[src/dhp_pkg.sv]
`default_nettype none
package dhp_pkg;
    localparam int DHP_CHANNELS = 2;
    localparam int DHP_DATA_W = 8;
    localparam int DHP_ADDR_W = 3;
    localparam int DHP_NREGS = 8;
    localparam int DHP_NCAUSE = 4;
    localparam int DHP_SYNC_STAGES = 2;
    localparam logic [2:0] DHP_IER_OFS = 3'h1;
    localparam logic [2:0] DHP_ISR_OFS = 3'h2;
    localparam logic [2:0] DHP_MCR_OFS = 3'h4;
    localparam int DHP_MCR_GATE_BIT = 3;
    localparam int DHP_CAUSE_RX_ERR = 0;
    localparam int DHP_CAUSE_RX_DATA = 1;
    localparam int DHP_CAUSE_TX_EMPTY = 2;
    localparam int DHP_CAUSE_MODEM = 3;
    localparam logic [7:0] DHP_REG_RST = 8'h00;

    typedef struct packed {
        logic [1:0] sel_n;
        logic rd_n;
        logic wr_n;
        logic [2:0] addr;
        logic [7:0] data;
    } dhp_pins_t;

    localparam dhp_pins_t DHP_PINS_IDLE = '{sel_n: 2'h3, rd_n: 1'b1, wr_n: 1'b1,
        addr: 3'h0, data: 8'h00};

    typedef struct packed {
        logic [1:0] rd_pulse;
        logic [1:0] wr_pulse;
        logic [2:0] addr;
        logic [7:0] wdata;
    } dhp_core_req_t;
endpackage

`timescale 1ns/1ns
module dhp_sync #(
    parameter int WIDTH = 1,
    parameter logic [WIDTH-1:0] RST_VAL = '0
) (
    // Clock and reset.
    input wire logic clk_sys,
    input wire logic srst,
    // Asynchronous in, synchronised out.
    input wire logic [WIDTH-1:0] din,
    output logic [WIDTH-1:0] dout
);
    logic [WIDTH-1:0] meta_q;
    logic [WIDTH-1:0] sync_q;

    // Only the second stage is read outside this module.
    always_ff @(posedge clk_sys) begin
        if (srst) begin
            meta_q <= RST_VAL;
            sync_q <= RST_VAL;
        end else begin
            meta_q <= din;
            sync_q <= meta_q;
        end
    end

    assign dout = sync_q;
endmodule
`default_nettype wire

[src/dhp_port.sv]
`timescale 1ns/1ns
`default_nettype none
module dhp_port (
    // Clock and reset.
    input wire logic clk_sys,
    input wire logic srst,
    // Host pins.
    input wire logic channel_a_select_n,
    input wire logic channel_b_select_n,
    input wire logic host_read_strobe_n,
    input wire logic host_write_strobe_n,
    input wire logic [dhp_pkg::DHP_ADDR_W-1:0] reg_select,
    input wire logic [dhp_pkg::DHP_DATA_W-1:0] bus_in,
    output logic [dhp_pkg::DHP_DATA_W-1:0] bus_out,
    output logic bus_oe,
    // Interrupt and user outputs.
    output logic channel_a_irq,
    output logic channel_a_irq_oe,
    output logic channel_b_irq,
    output logic channel_b_irq_oe,
    output logic channel_a_user_out,
    output logic channel_b_user_out,
    // UART core side.
    input wire logic [dhp_pkg::DHP_NCAUSE-1:0] irq_cause_a,
    input wire logic [dhp_pkg::DHP_NCAUSE-1:0] irq_cause_b,
    output dhp_pkg::dhp_core_req_t core_req
);
    import dhp_pkg::*;

    dhp_pins_t pins_raw;
    dhp_pins_t pins_s;
    logic rd_n_q;
    logic wr_n_q;
    logic rd_fall;
    logic wr_fall;
    logic [DHP_CHANNELS-1:0] sel;
    logic [DHP_CHANNELS-1:0][DHP_NCAUSE-1:0] cause;
    logic [DHP_CHANNELS-1:0][DHP_DATA_W-1:0] ch_rdata;
    logic [DHP_CHANNELS-1:0] irq_q;
    logic [DHP_CHANNELS-1:0] irq_oe_q;
    logic [DHP_CHANNELS-1:0] user_q;
    logic [DHP_DATA_W-1:0] rdata_q;
    logic bus_oe_q;
    dhp_core_req_t core_req_q;

    // Address bit zero of the pins is the least significant register index bit.
    assign pins_raw = '{sel_n: {channel_b_select_n, channel_a_select_n},
        rd_n: host_read_strobe_n, wr_n: host_write_strobe_n,
        addr: reg_select, data: bus_in};

    // Every host pin is asynchronous to clk_sys and is synchronised first.
    dhp_sync #(
        .WIDTH($bits(dhp_pins_t)),
        .RST_VAL(DHP_PINS_IDLE)
    ) u_pin_sync (
        .clk_sys(clk_sys),
        .srst(srst),
        .din(pins_raw),
        .dout(pins_s)
    );

    assign cause[0] = irq_cause_a;
    assign cause[1] = irq_cause_b;
    assign sel = ~pins_s.sel_n;
    assign rd_fall = rd_n_q & ~pins_s.rd_n;
    assign wr_fall = wr_n_q & ~pins_s.wr_n;

    always_ff @(posedge clk_sys) begin
        if (srst) begin
            rd_n_q <= 1'b1;
            wr_n_q <= 1'b1;
        end else begin
            rd_n_q <= pins_s.rd_n;
            wr_n_q <= pins_s.wr_n;
        end
    end

    for (genvar ch = 0; ch < DHP_CHANNELS; ch++) begin : g_chan
        logic [DHP_DATA_W-1:0] regs_q [DHP_NREGS];
        logic [DHP_NCAUSE-1:0] pending;
        logic gate;

        // Bus bit zero lands in register bit zero, which the core
        // sends and receives first on the serial line.
        always_ff @(posedge clk_sys) begin
            if (srst) begin
                for (int i = 0; i < DHP_NREGS; i++) begin
                    regs_q[i] <= DHP_REG_RST;
                end
            end else if (wr_fall && sel[ch]) begin
                regs_q[pins_s.addr] <= pins_s.data;
            end
        end

        // Enabled sources over all four causes.
        assign pending = cause[ch] & regs_q[DHP_IER_OFS][DHP_NCAUSE-1:0];
        assign gate = regs_q[DHP_MCR_OFS][DHP_MCR_GATE_BIT];

        // The status offset reports the enabled, pending causes.
        assign ch_rdata[ch] = (pins_s.addr == DHP_ISR_OFS) ?
            {{(DHP_DATA_W-DHP_NCAUSE){1'b0}}, pending} : regs_q[pins_s.addr];

        // One gate bit steers both outputs; the system should use only one.
        always_ff @(posedge clk_sys) begin
            if (srst) begin
                irq_q[ch] <= 1'b0;
                irq_oe_q[ch] <= 1'b0;
                user_q[ch] <= 1'b1;
            end else begin
                irq_q[ch] <= gate & (|pending);
                irq_oe_q[ch] <= gate;
                user_q[ch] <= ~gate;
            end
        end
    end

    // Channel A wins the bus if a host wrongly selects both for a read.
    always_ff @(posedge clk_sys) begin
        if (srst) begin
            rdata_q <= '0;
            bus_oe_q <= 1'b0;
        end else begin
            bus_oe_q <= ~pins_s.rd_n & (|sel);
            if (~pins_s.rd_n && sel[0]) begin
                rdata_q <= ch_rdata[0];
            end else if (~pins_s.rd_n && sel[1]) begin
                rdata_q <= ch_rdata[1];
            end
        end
    end

    // Access pulses tell the core about reads and writes with side effects.
    always_ff @(posedge clk_sys) begin
        if (srst) begin
            core_req_q <= '0;
        end else begin
            core_req_q.rd_pulse <= {2{rd_fall}} & sel;
            core_req_q.wr_pulse <= {2{wr_fall}} & sel;
            core_req_q.addr <= pins_s.addr;
            core_req_q.wdata <= pins_s.data;
        end
    end

    assign bus_out = rdata_q;
    assign bus_oe = bus_oe_q;
    assign channel_a_irq = irq_q[0];
    assign channel_b_irq = irq_q[1];
    assign channel_a_irq_oe = irq_oe_q[0];
    assign channel_b_irq_oe = irq_oe_q[1];
    assign channel_a_user_out = user_q[0];
    assign channel_b_user_out = user_q[1];
    assign core_req = core_req_q;
endmodule
`default_nettype wire

[config.mk]
export PLATFORM = sky130hd
export DESIGN_NAME = dhp_port
export DESIGN_NICKNAME = d
export VERILOG_FILES = /design/src/dhp_pkg.sv /design/src/dhp_port.sv
export SDC_FILE = /design/constraint.sdc
export NUM_CORES = 1
export LEC_CHECK = 0
export BUFFER_PORTS_ARGS = -buffer_cell sky130_fd_sc_hd__clkbuf_2
export CORE_MARGIN = 2
export CORE_UTILIZATION = 25
export DETAILED_ROUTE_END_ITERATION = 8
export HOLD_SLACK_MARGIN = 0.02
export PLACE_DENSITY = 0.51
export SYNTH_ARGS = -nofsm -noshare
export SYNTH_HDL_FRONTEND = slang
export SYNTH_SLANG_ARGS = --single-unit
export TNS_END_PERCENT = 30
[constraint.sdc]
create_clock -name clk_sys -period 3.55 [get_ports clk_sys]
set_input_delay 0.5325 -clock clk_sys [delete_from_list [all_inputs] [get_ports clk_sys]]
set_output_delay 0.5325 -clock clk_sys [all_outputs]
set_load 0.05 [all_outputs]
==> results of run 1 <==
-- per-layer routing --
metal / global-route usage / vias to the layer above / share of wire
met1: 0.1887 / 2264 / 0.48
met4: 0.04234 / 0 / 0.015
li1: - / 2203 / -
met3: 0.02460 / 20 / 0.054
met2: 0.2077 / 165 / 0.45
met5: 0 / - / 0
-- critical path: stages, from the launching register on --
cell	delay (ns)
dfxtp_1	0.37
nor4b_2	0.36
buf_4	0.23
nand2_1	0.15
o21ai_0	0.92
-- logic make-up after synthesis --
logic type | share of synthesized area
and+or+nand+nor | 0.1982
DFF | 0.6352
AOI/OAI and AO/OA | 0.06775
buffers and inverters | 0.03051
muxes | 0.06841
-- registers in the layout, indices dropped and copies added (netlist names) --
name / flops
g_chan.regs_q: 120
core_req: 15
u_pin_sync.dout: 15
u_pin_sync.meta_q: 15
bus_out: 8
bus_oe: 1
channel_a_irq: 1
channel_a_irq_oe: 1
channel_a_user_out: 1
channel_b_irq: 1
channel_b_irq_oe: 1
channel_b_user_out: 1
rd_n_q: 1
wr_n_q: 1
-- cell usage in the layout (no fill, tap or decap), drive strengths merged, types with 2 or more instances in the layout --
cell type and instances:
edfxtp 120, and2 119, clkbuf 75, dfxtp 62, nor2b 33, nand2 26
nor2 24, o21ai 20, buf 18, or2 16, mux4 14, and3 13
a21oi 12, a221oi 11, mux2 11, inv 10, mux2i 6, nor3 6
clkinv 6, nand3 5, a31oi 4, nor3b 3, a22oi 3, o211a 3
a41oi 3, o211ai 3, a221o 3, nand2b 2, nor4b 2, nand3b 2
o221ai 2
-- power by group --
| group | internal, mW | switching, mW |
|---|---|---|
| combinational | 0.0868 | 0.142 |
| clock | 0.992 | 0.863 |
| sequential | 2.32 | 0.0619 |
| total | 3.40 | 1.07 |
-- layout make-up --
class,count,area (sq um)
Clock buffer,21,483.0
Sequential cell,182,4847
Fill cell,3008,20990
Inverter,5,18.77
Timing Repair Buffer,72,417.9
Multi-Input combinational cell,359,2550
Tap cell,390,488.0
Clock inverter,11,83.83
-- worst max-delay path by stage --
stage                        start                endpoint  slack [ns]  cells after the start
6_report       u_pin_sync.dout[14]  g_chan[1].regs_q[5][6]        1.13                      4
3_5_place_dp                  srst  g_chan[1].regs_q[1][3]        0.85                      5
5_1_grt        u_pin_sync.dout[14]  g_chan[1].regs_q[5][6]        0.96                      4
4_1_cts        u_pin_sync.dout[14]  g_chan[1].regs_q[1][3]        1.08                      4
3_3_place_gp                  srst  g_chan[1].regs_q[5][2]        0.91                      5
2_1_floorplan                 srst  g_chan[1].regs_q[6][0]        1.51                      3
-- stage by stage --
step,hold slack [ns],setup WS (ns),utilization
global route,0.2731,0.9589,0.2975
floorplan,0.3895,1.510,-
global placement,0.4124,0.9101,0.2786
CTS,0.2675,1.078,0.2975
finish,0.2806,1.134,0.2975
detailed placement,0.3964,0.8493,0.2786
-- synthesized netlist by cell type (3+ instances only) --
cell and number:
a221oi_1 11, o21ai_0 18, clkbuf_1 21, nand3_1 5, mux4_1 5, mux2_2 10, edfxtp_1 120, o211ai_1 3
mux4_2 9, and3_1 13, nor2_1 24, and2_1 116, buf_6 6, a41oi_1 3, and2_0 3, a31oi_1 4
nor3b_1 3, inv_1 3, nand2_1 26, a221o_1 3, dfxtp_1 62, a22oi_1 3, nor3_2 4, a21oi_1 12
o211a_1 3, buf_2 6, buf_4 5, mux2i_1 6, or2_2 16, nor2b_1 32
==> reports/summary.txt, run 1 <==
Status -> finished, final reports clean
Clk pin slew, worst setup/hold paths -> 0.07 ns
Crit end category -> register
CTS tree -> done
Initial antenna violation count -> 0
Reg2Reg Capture Point -> g_chan[1].regs_q[5][6]
H-tree depth -> 4
Pwr/cell area -> 502.8 nW/um^2
DPL Wire Length -> 13.52 mm
Placed Area -> 8322 sq um
Post-Route WL -> 20.34 mm
First-pass GRT wire length -> 30.66 mm
Worst Tran Pin Value -> 1.135 ns
Cell area after layout -> 8889 sq um
CP max FO -> 8
Reg2Reg Setup Slack -> 1.13 ns
DRT antenna net count -> 0
WS Path Type -> reg -> reg
WP data required -> 3.60 ns
Dpl cells -> 1008
Hold Crit Start -> channel_a_select_n
WL/cell -> 19.56 um
RSZ-0062 raised after global routing -> false
Share of layout cells above drive strength 1 -> 0.2308
Final min period -> 2.416 ns
Area grow syn2layout -> 16.54%
Post-CTS sizing -> 0
Ys flop type -> edfxtp_1
Max-Cap Viols -> 0
Reg2Reg Launch Point -> u_pin_sync.dout[14]
GRT Residual Overflow -> 0
Post-synth net total -> 609
Die W -> 178.7 um
Final Setup Violations -> 0
Final period util -> 0.6806
DRT Pass-1 Iters -> 6
Longest Clk Path Bufs -> 2
GR Util All Layers -> 0.1337
Die Ht -> 178.7 um
Leak -> 3.331 nW
Total clock sinks -> 182
Synth top area cells -> edfxtp_1 47%, dfxtp_1 16%, and2_1 9.5%
Max-slew headroom -> 0.2351
Initial drt markers -> 379
Setup tns final -> 0 ns
Hold EP -> u_pin_sync.meta_q[13]
Vias in the first global route -> 4755
Worst Setup Start Kind -> register
Final Skew -> 0.01434 ns
Row count -> 63
Largest net degree at the start of global routing -> 58
Syn. warnings -> 0
Initial core utilization -> 0.2553
Asr flop ratio synth -> 0
Peak VDD IR -> 0.0003427 V
Boundary pin count -> 55
R2R depth -> 4
TritonCTS buffer count -> 17
Total power -> 4.469 mW
Netlist cell types -> 53
Residual DRC -> 0
Vias/cell -> 4.473
Hold Path Stages -> 2
Worst hold path class -> in -> reg
Post-synthesis sequential area ratio -> 0.6352
Post-synth top area cell -> edfxtp_1
Worst EP arrival -> 2.46 ns
Via count -> 4652
Synth Cell Area -> 7627 sq um
Area of the die -> 31920 sq um
Post-synth EDFFs -> 120
Layout Cells excl Fill -> 1040
Synthesized area per cell -> 13.06 sq um
Max-slew violations -> 0
Hold-fix buffers, CTS -> 0
Synth top area share -> 0.4724
Port-buffer cells -> 54
Routability cong. -> 0.7579
Clk Latency, worst-skew pair -> 0.44 ns
Diodes inserted -> 0
Max Clk Rate -> 413.9 MHz
Final hold viol count -> 0
Synth Instances -> 584
Yosys reg bits -> 182
Postcts setup bufs -> 0
Root Driver -> clkbuf_16
Nets -> 662
Core area -> 29870 sq um
(Power assumes the default switching activity.)
==> inputs of run 2 (changes only) <==
Clock period 3.55 ns to 2.5 ns, I/O delays scaled along.
==> run 2 against run 1 <==
Die area is the same. Clock-buffer cell count shrank 2. Critical path depth is the same. Critical endpoint is now g_chan[1].regs_q[7][7]. Clock power grew 44%. Critical path type unchanged. Utilization grew 0.41 points. Clock skew shrank 0.0025 ns. Non-clock buffer count grew 15. Cell count grew 1.4%.
==> reports/summary.txt, run 2 (synthesis gave the netlist of run 1 again) <==
Setup tns final -> 0 ns (unchanged)
DRT antenna net count -> 0 (unchanged)
Vias/cell -> 4.419 (was 4.473)
Via count -> 4662 (was 4652)
Post-Route WL -> 20.03 mm (was 20.34 mm)
Part of the power in combinational logic -> 0.053 (was 0.051)
TritonCTS buffer count -> 17 (unchanged)
WS Path Type -> reg -> reg (unchanged)
Worst Tran Pin Value -> 0.7913 ns (was 1.135 ns)
Row count -> 63 (unchanged)
Max-slew headroom -> 0.4717 (was 0.2351)
Clk network pwr share -> 0.418 (was 0.415)
GRT Residual Overflow -> 0 (unchanged)
Post-CTS sizing -> 0 (unchanged)
Residual DRC -> 0 (unchanged)
Initial drt markers -> 440 (was 379)
Dpl cells -> 1023 (was 1008)
Total power -> 6.380 mW (was 4.469 mW)
Crit end category -> register (unchanged)
P_sw -> 1.593 mW (was 1.066 mW)
Commonest cells after routing, fill and taps aside -> 120 x edfxtp_1, 116 x and2_1, 60 x dfxtp_1, 54 x clkbuf_2 (was 120 x edfxtp_1, 116 x and2_1, 60 x dfxtp_1, 54 x clkbuf_2, 32 x nor2b_1)
Reg with most FFs -> g_chan.regs_q (unchanged)
First-pass GRT wire length -> 29.95 mm (was 30.66 mm)
Worst Setup Start Kind -> register (unchanged)
Share of layout cells above drive strength 1 -> 0.2496 (was 0.2308)
Flop pwr share -> 0.529 (was 0.534)
CP max FO -> 23 (was 8)
Initial antenna violation count -> 0 (unchanged)
Worst EP arrival -> 2.41 ns (was 2.46 ns)
Final period util -> 0.8401 (was 0.6806)
Final hold viol count -> 0 (unchanged)
Layout Cells excl Fill -> 1055 (was 1040)
Final min period -> 2.100 ns (was 2.416 ns)
Area grow syn2layout -> 18.16% (was 16.54%)
Die Ht -> 178.7 um (unchanged)
Area of the die -> 31920 sq um (unchanged)
Boundary pin count -> 55 (unchanged)
Fill count -> 3012 (was 3008)
Clk Latency, worst-skew pair -> 0.44 ns (about the same)
Initial core utilization -> 0.2553 (unchanged)
Nets -> 677 (was 662)
Hold-fix buffers, CTS -> 0 (unchanged)
Pwr/cell area -> 707.9 nW/um^2 (was 502.8 nW/um^2)
Leak -> 3.406 nW (was 3.331 nW)
Max FFs per register -> 120 (unchanged)
Final Setup Violations -> 0 (unchanged)
Final Skew -> 0.01188 ns (was 0.01434 ns)
Longest Clk Path Bufs -> 2 (unchanged)
Peak VDD IR -> 0.0004809 V (was 0.0003427 V)
Vias in the first global route -> 4760 (was 4755)
GR Util All Layers -> 0.1311 (was 0.1337)
Max-slew violations -> 0 (unchanged)
Routability cong. -> 0.7695 (was 0.7579)
WL/cell -> 18.99 um (was 19.56 um)
Die W -> 178.7 um (unchanged)
Core area -> 29870 sq um (unchanged)
Diodes inserted -> 0 (unchanged)
CTS tree -> done (unchanged)
Postcts setup bufs -> 0 (unchanged)
Root Driver -> clkbuf_16 (unchanged)
Largest net degree at the start of global routing -> 32 (was 58)
WP data required -> 2.81 ns (was 3.60 ns)
RSZ-0062 raised after global routing -> false (unchanged)
Switching share of power -> 0.2497 (was 0.2385)
Max Clk Rate -> 476.1 MHz (was 413.9 MHz)
Commonest non-fill, non-tap cell in the layout -> edfxtp_1 (unchanged)
DPL Wire Length -> 13.68 mm (was 13.52 mm)
Internal power -> 4.787 mW (was 3.403 mW)
Max-Cap Viols -> 0 (unchanged)
Worst hold path class -> in -> reg (unchanged)
Total clock sinks -> 182 (unchanged)
DRT Pass-1 Iters -> 5 (was 6)
H-tree depth -> 4 (unchanged)
Status -> finished, final reports clean (unchanged)
Clk pin slew, worst setup/hold paths -> 0.08 ns (was 0.07 ns)
Port-buffer cells -> 54 (unchanged)
run 2: changes by cell type in the layout (fill, tap and decap cells not counted), sizes merged:
cell | before | now
buf | 18 | 33
clkbuf | 75 | 73
clkinv | 6 | 5
clkinvlp | 0 | 1
inv | 10 | 12
run 2: critical path, cell delays in order, from the launching register on:
cell and delay (ns):
dfxtp_2 0.68, buf_4 0.34, nand2_1 0.23, nor2_1 0.51, and2_1 0.21
run 2: cell type report:
cell class / instances / area [sq um] / area share
Inverter: 5 / 18.77 / 0.002082
Tap cell: 390 / 488.0 / 0.05414
Sequential cell: 182 / 4847 / 0.5378
Multi-Input combinational cell: 359 / 2550 / 0.2829
Clock buffer: 19 / 442.9 / 0.04915
Clock inverter: 13 / 135.1 / 0.01499
Timing Repair Buffer: 87 / 530.5 / 0.05886
run 2: power by group through the flow:
stage	registers, mW	logic [mW]	clock network [mW]
3_3_place_gp	3.44	0.341	0
3_5_place_dp	3.45	0.341	0
2_1_floorplan	3.43	0.202	0
5_1_grt	3.39	0.367	2.85
4_1_cts	3.38	0.343	2.72
6_report	3.37	0.339	2.67
run 2: per-layer routing:
metal,vias to the layer above,GRT usage,routed length (um)
met1,2289,0.1799,9460
met3,17,0.02969,976
met4,0,0.03557,266
met5,-,0,0
met2,119,0.2080,9330
li1,2237,-,-
run 2: worst paths after layout:
path	start	end	slack, ns	cells past startpoint
max	u_pin_sync.dout[9]	g_chan[1].regs_q[7][7]	0.40	4
min	host_write_strobe_n	u_pin_sync.meta_q[11]	0.12	2
max reg2reg	u_pin_sync.dout[9]	g_chan[1].regs_q[7][7]	0.40	4
min reg2reg	u_pin_sync.meta_q[12]	u_pin_sync.dout[12]	0.41	1
run 2: stage by stage:
stage	hold slack, ns	utilization	setup slack, ns	cell area, sq um
floorplan	0.3895	-	0.5499	7627
global placement	0.3954	0.2823	0.3952	8434
detailed placement	0.3958	0.2823	0.3608	8434
CTS	0.1010	0.3017	0.3546	9012
global route	0.1138	0.3017	0.1691	9012
finish	0.1203	0.3017	0.3997	9012
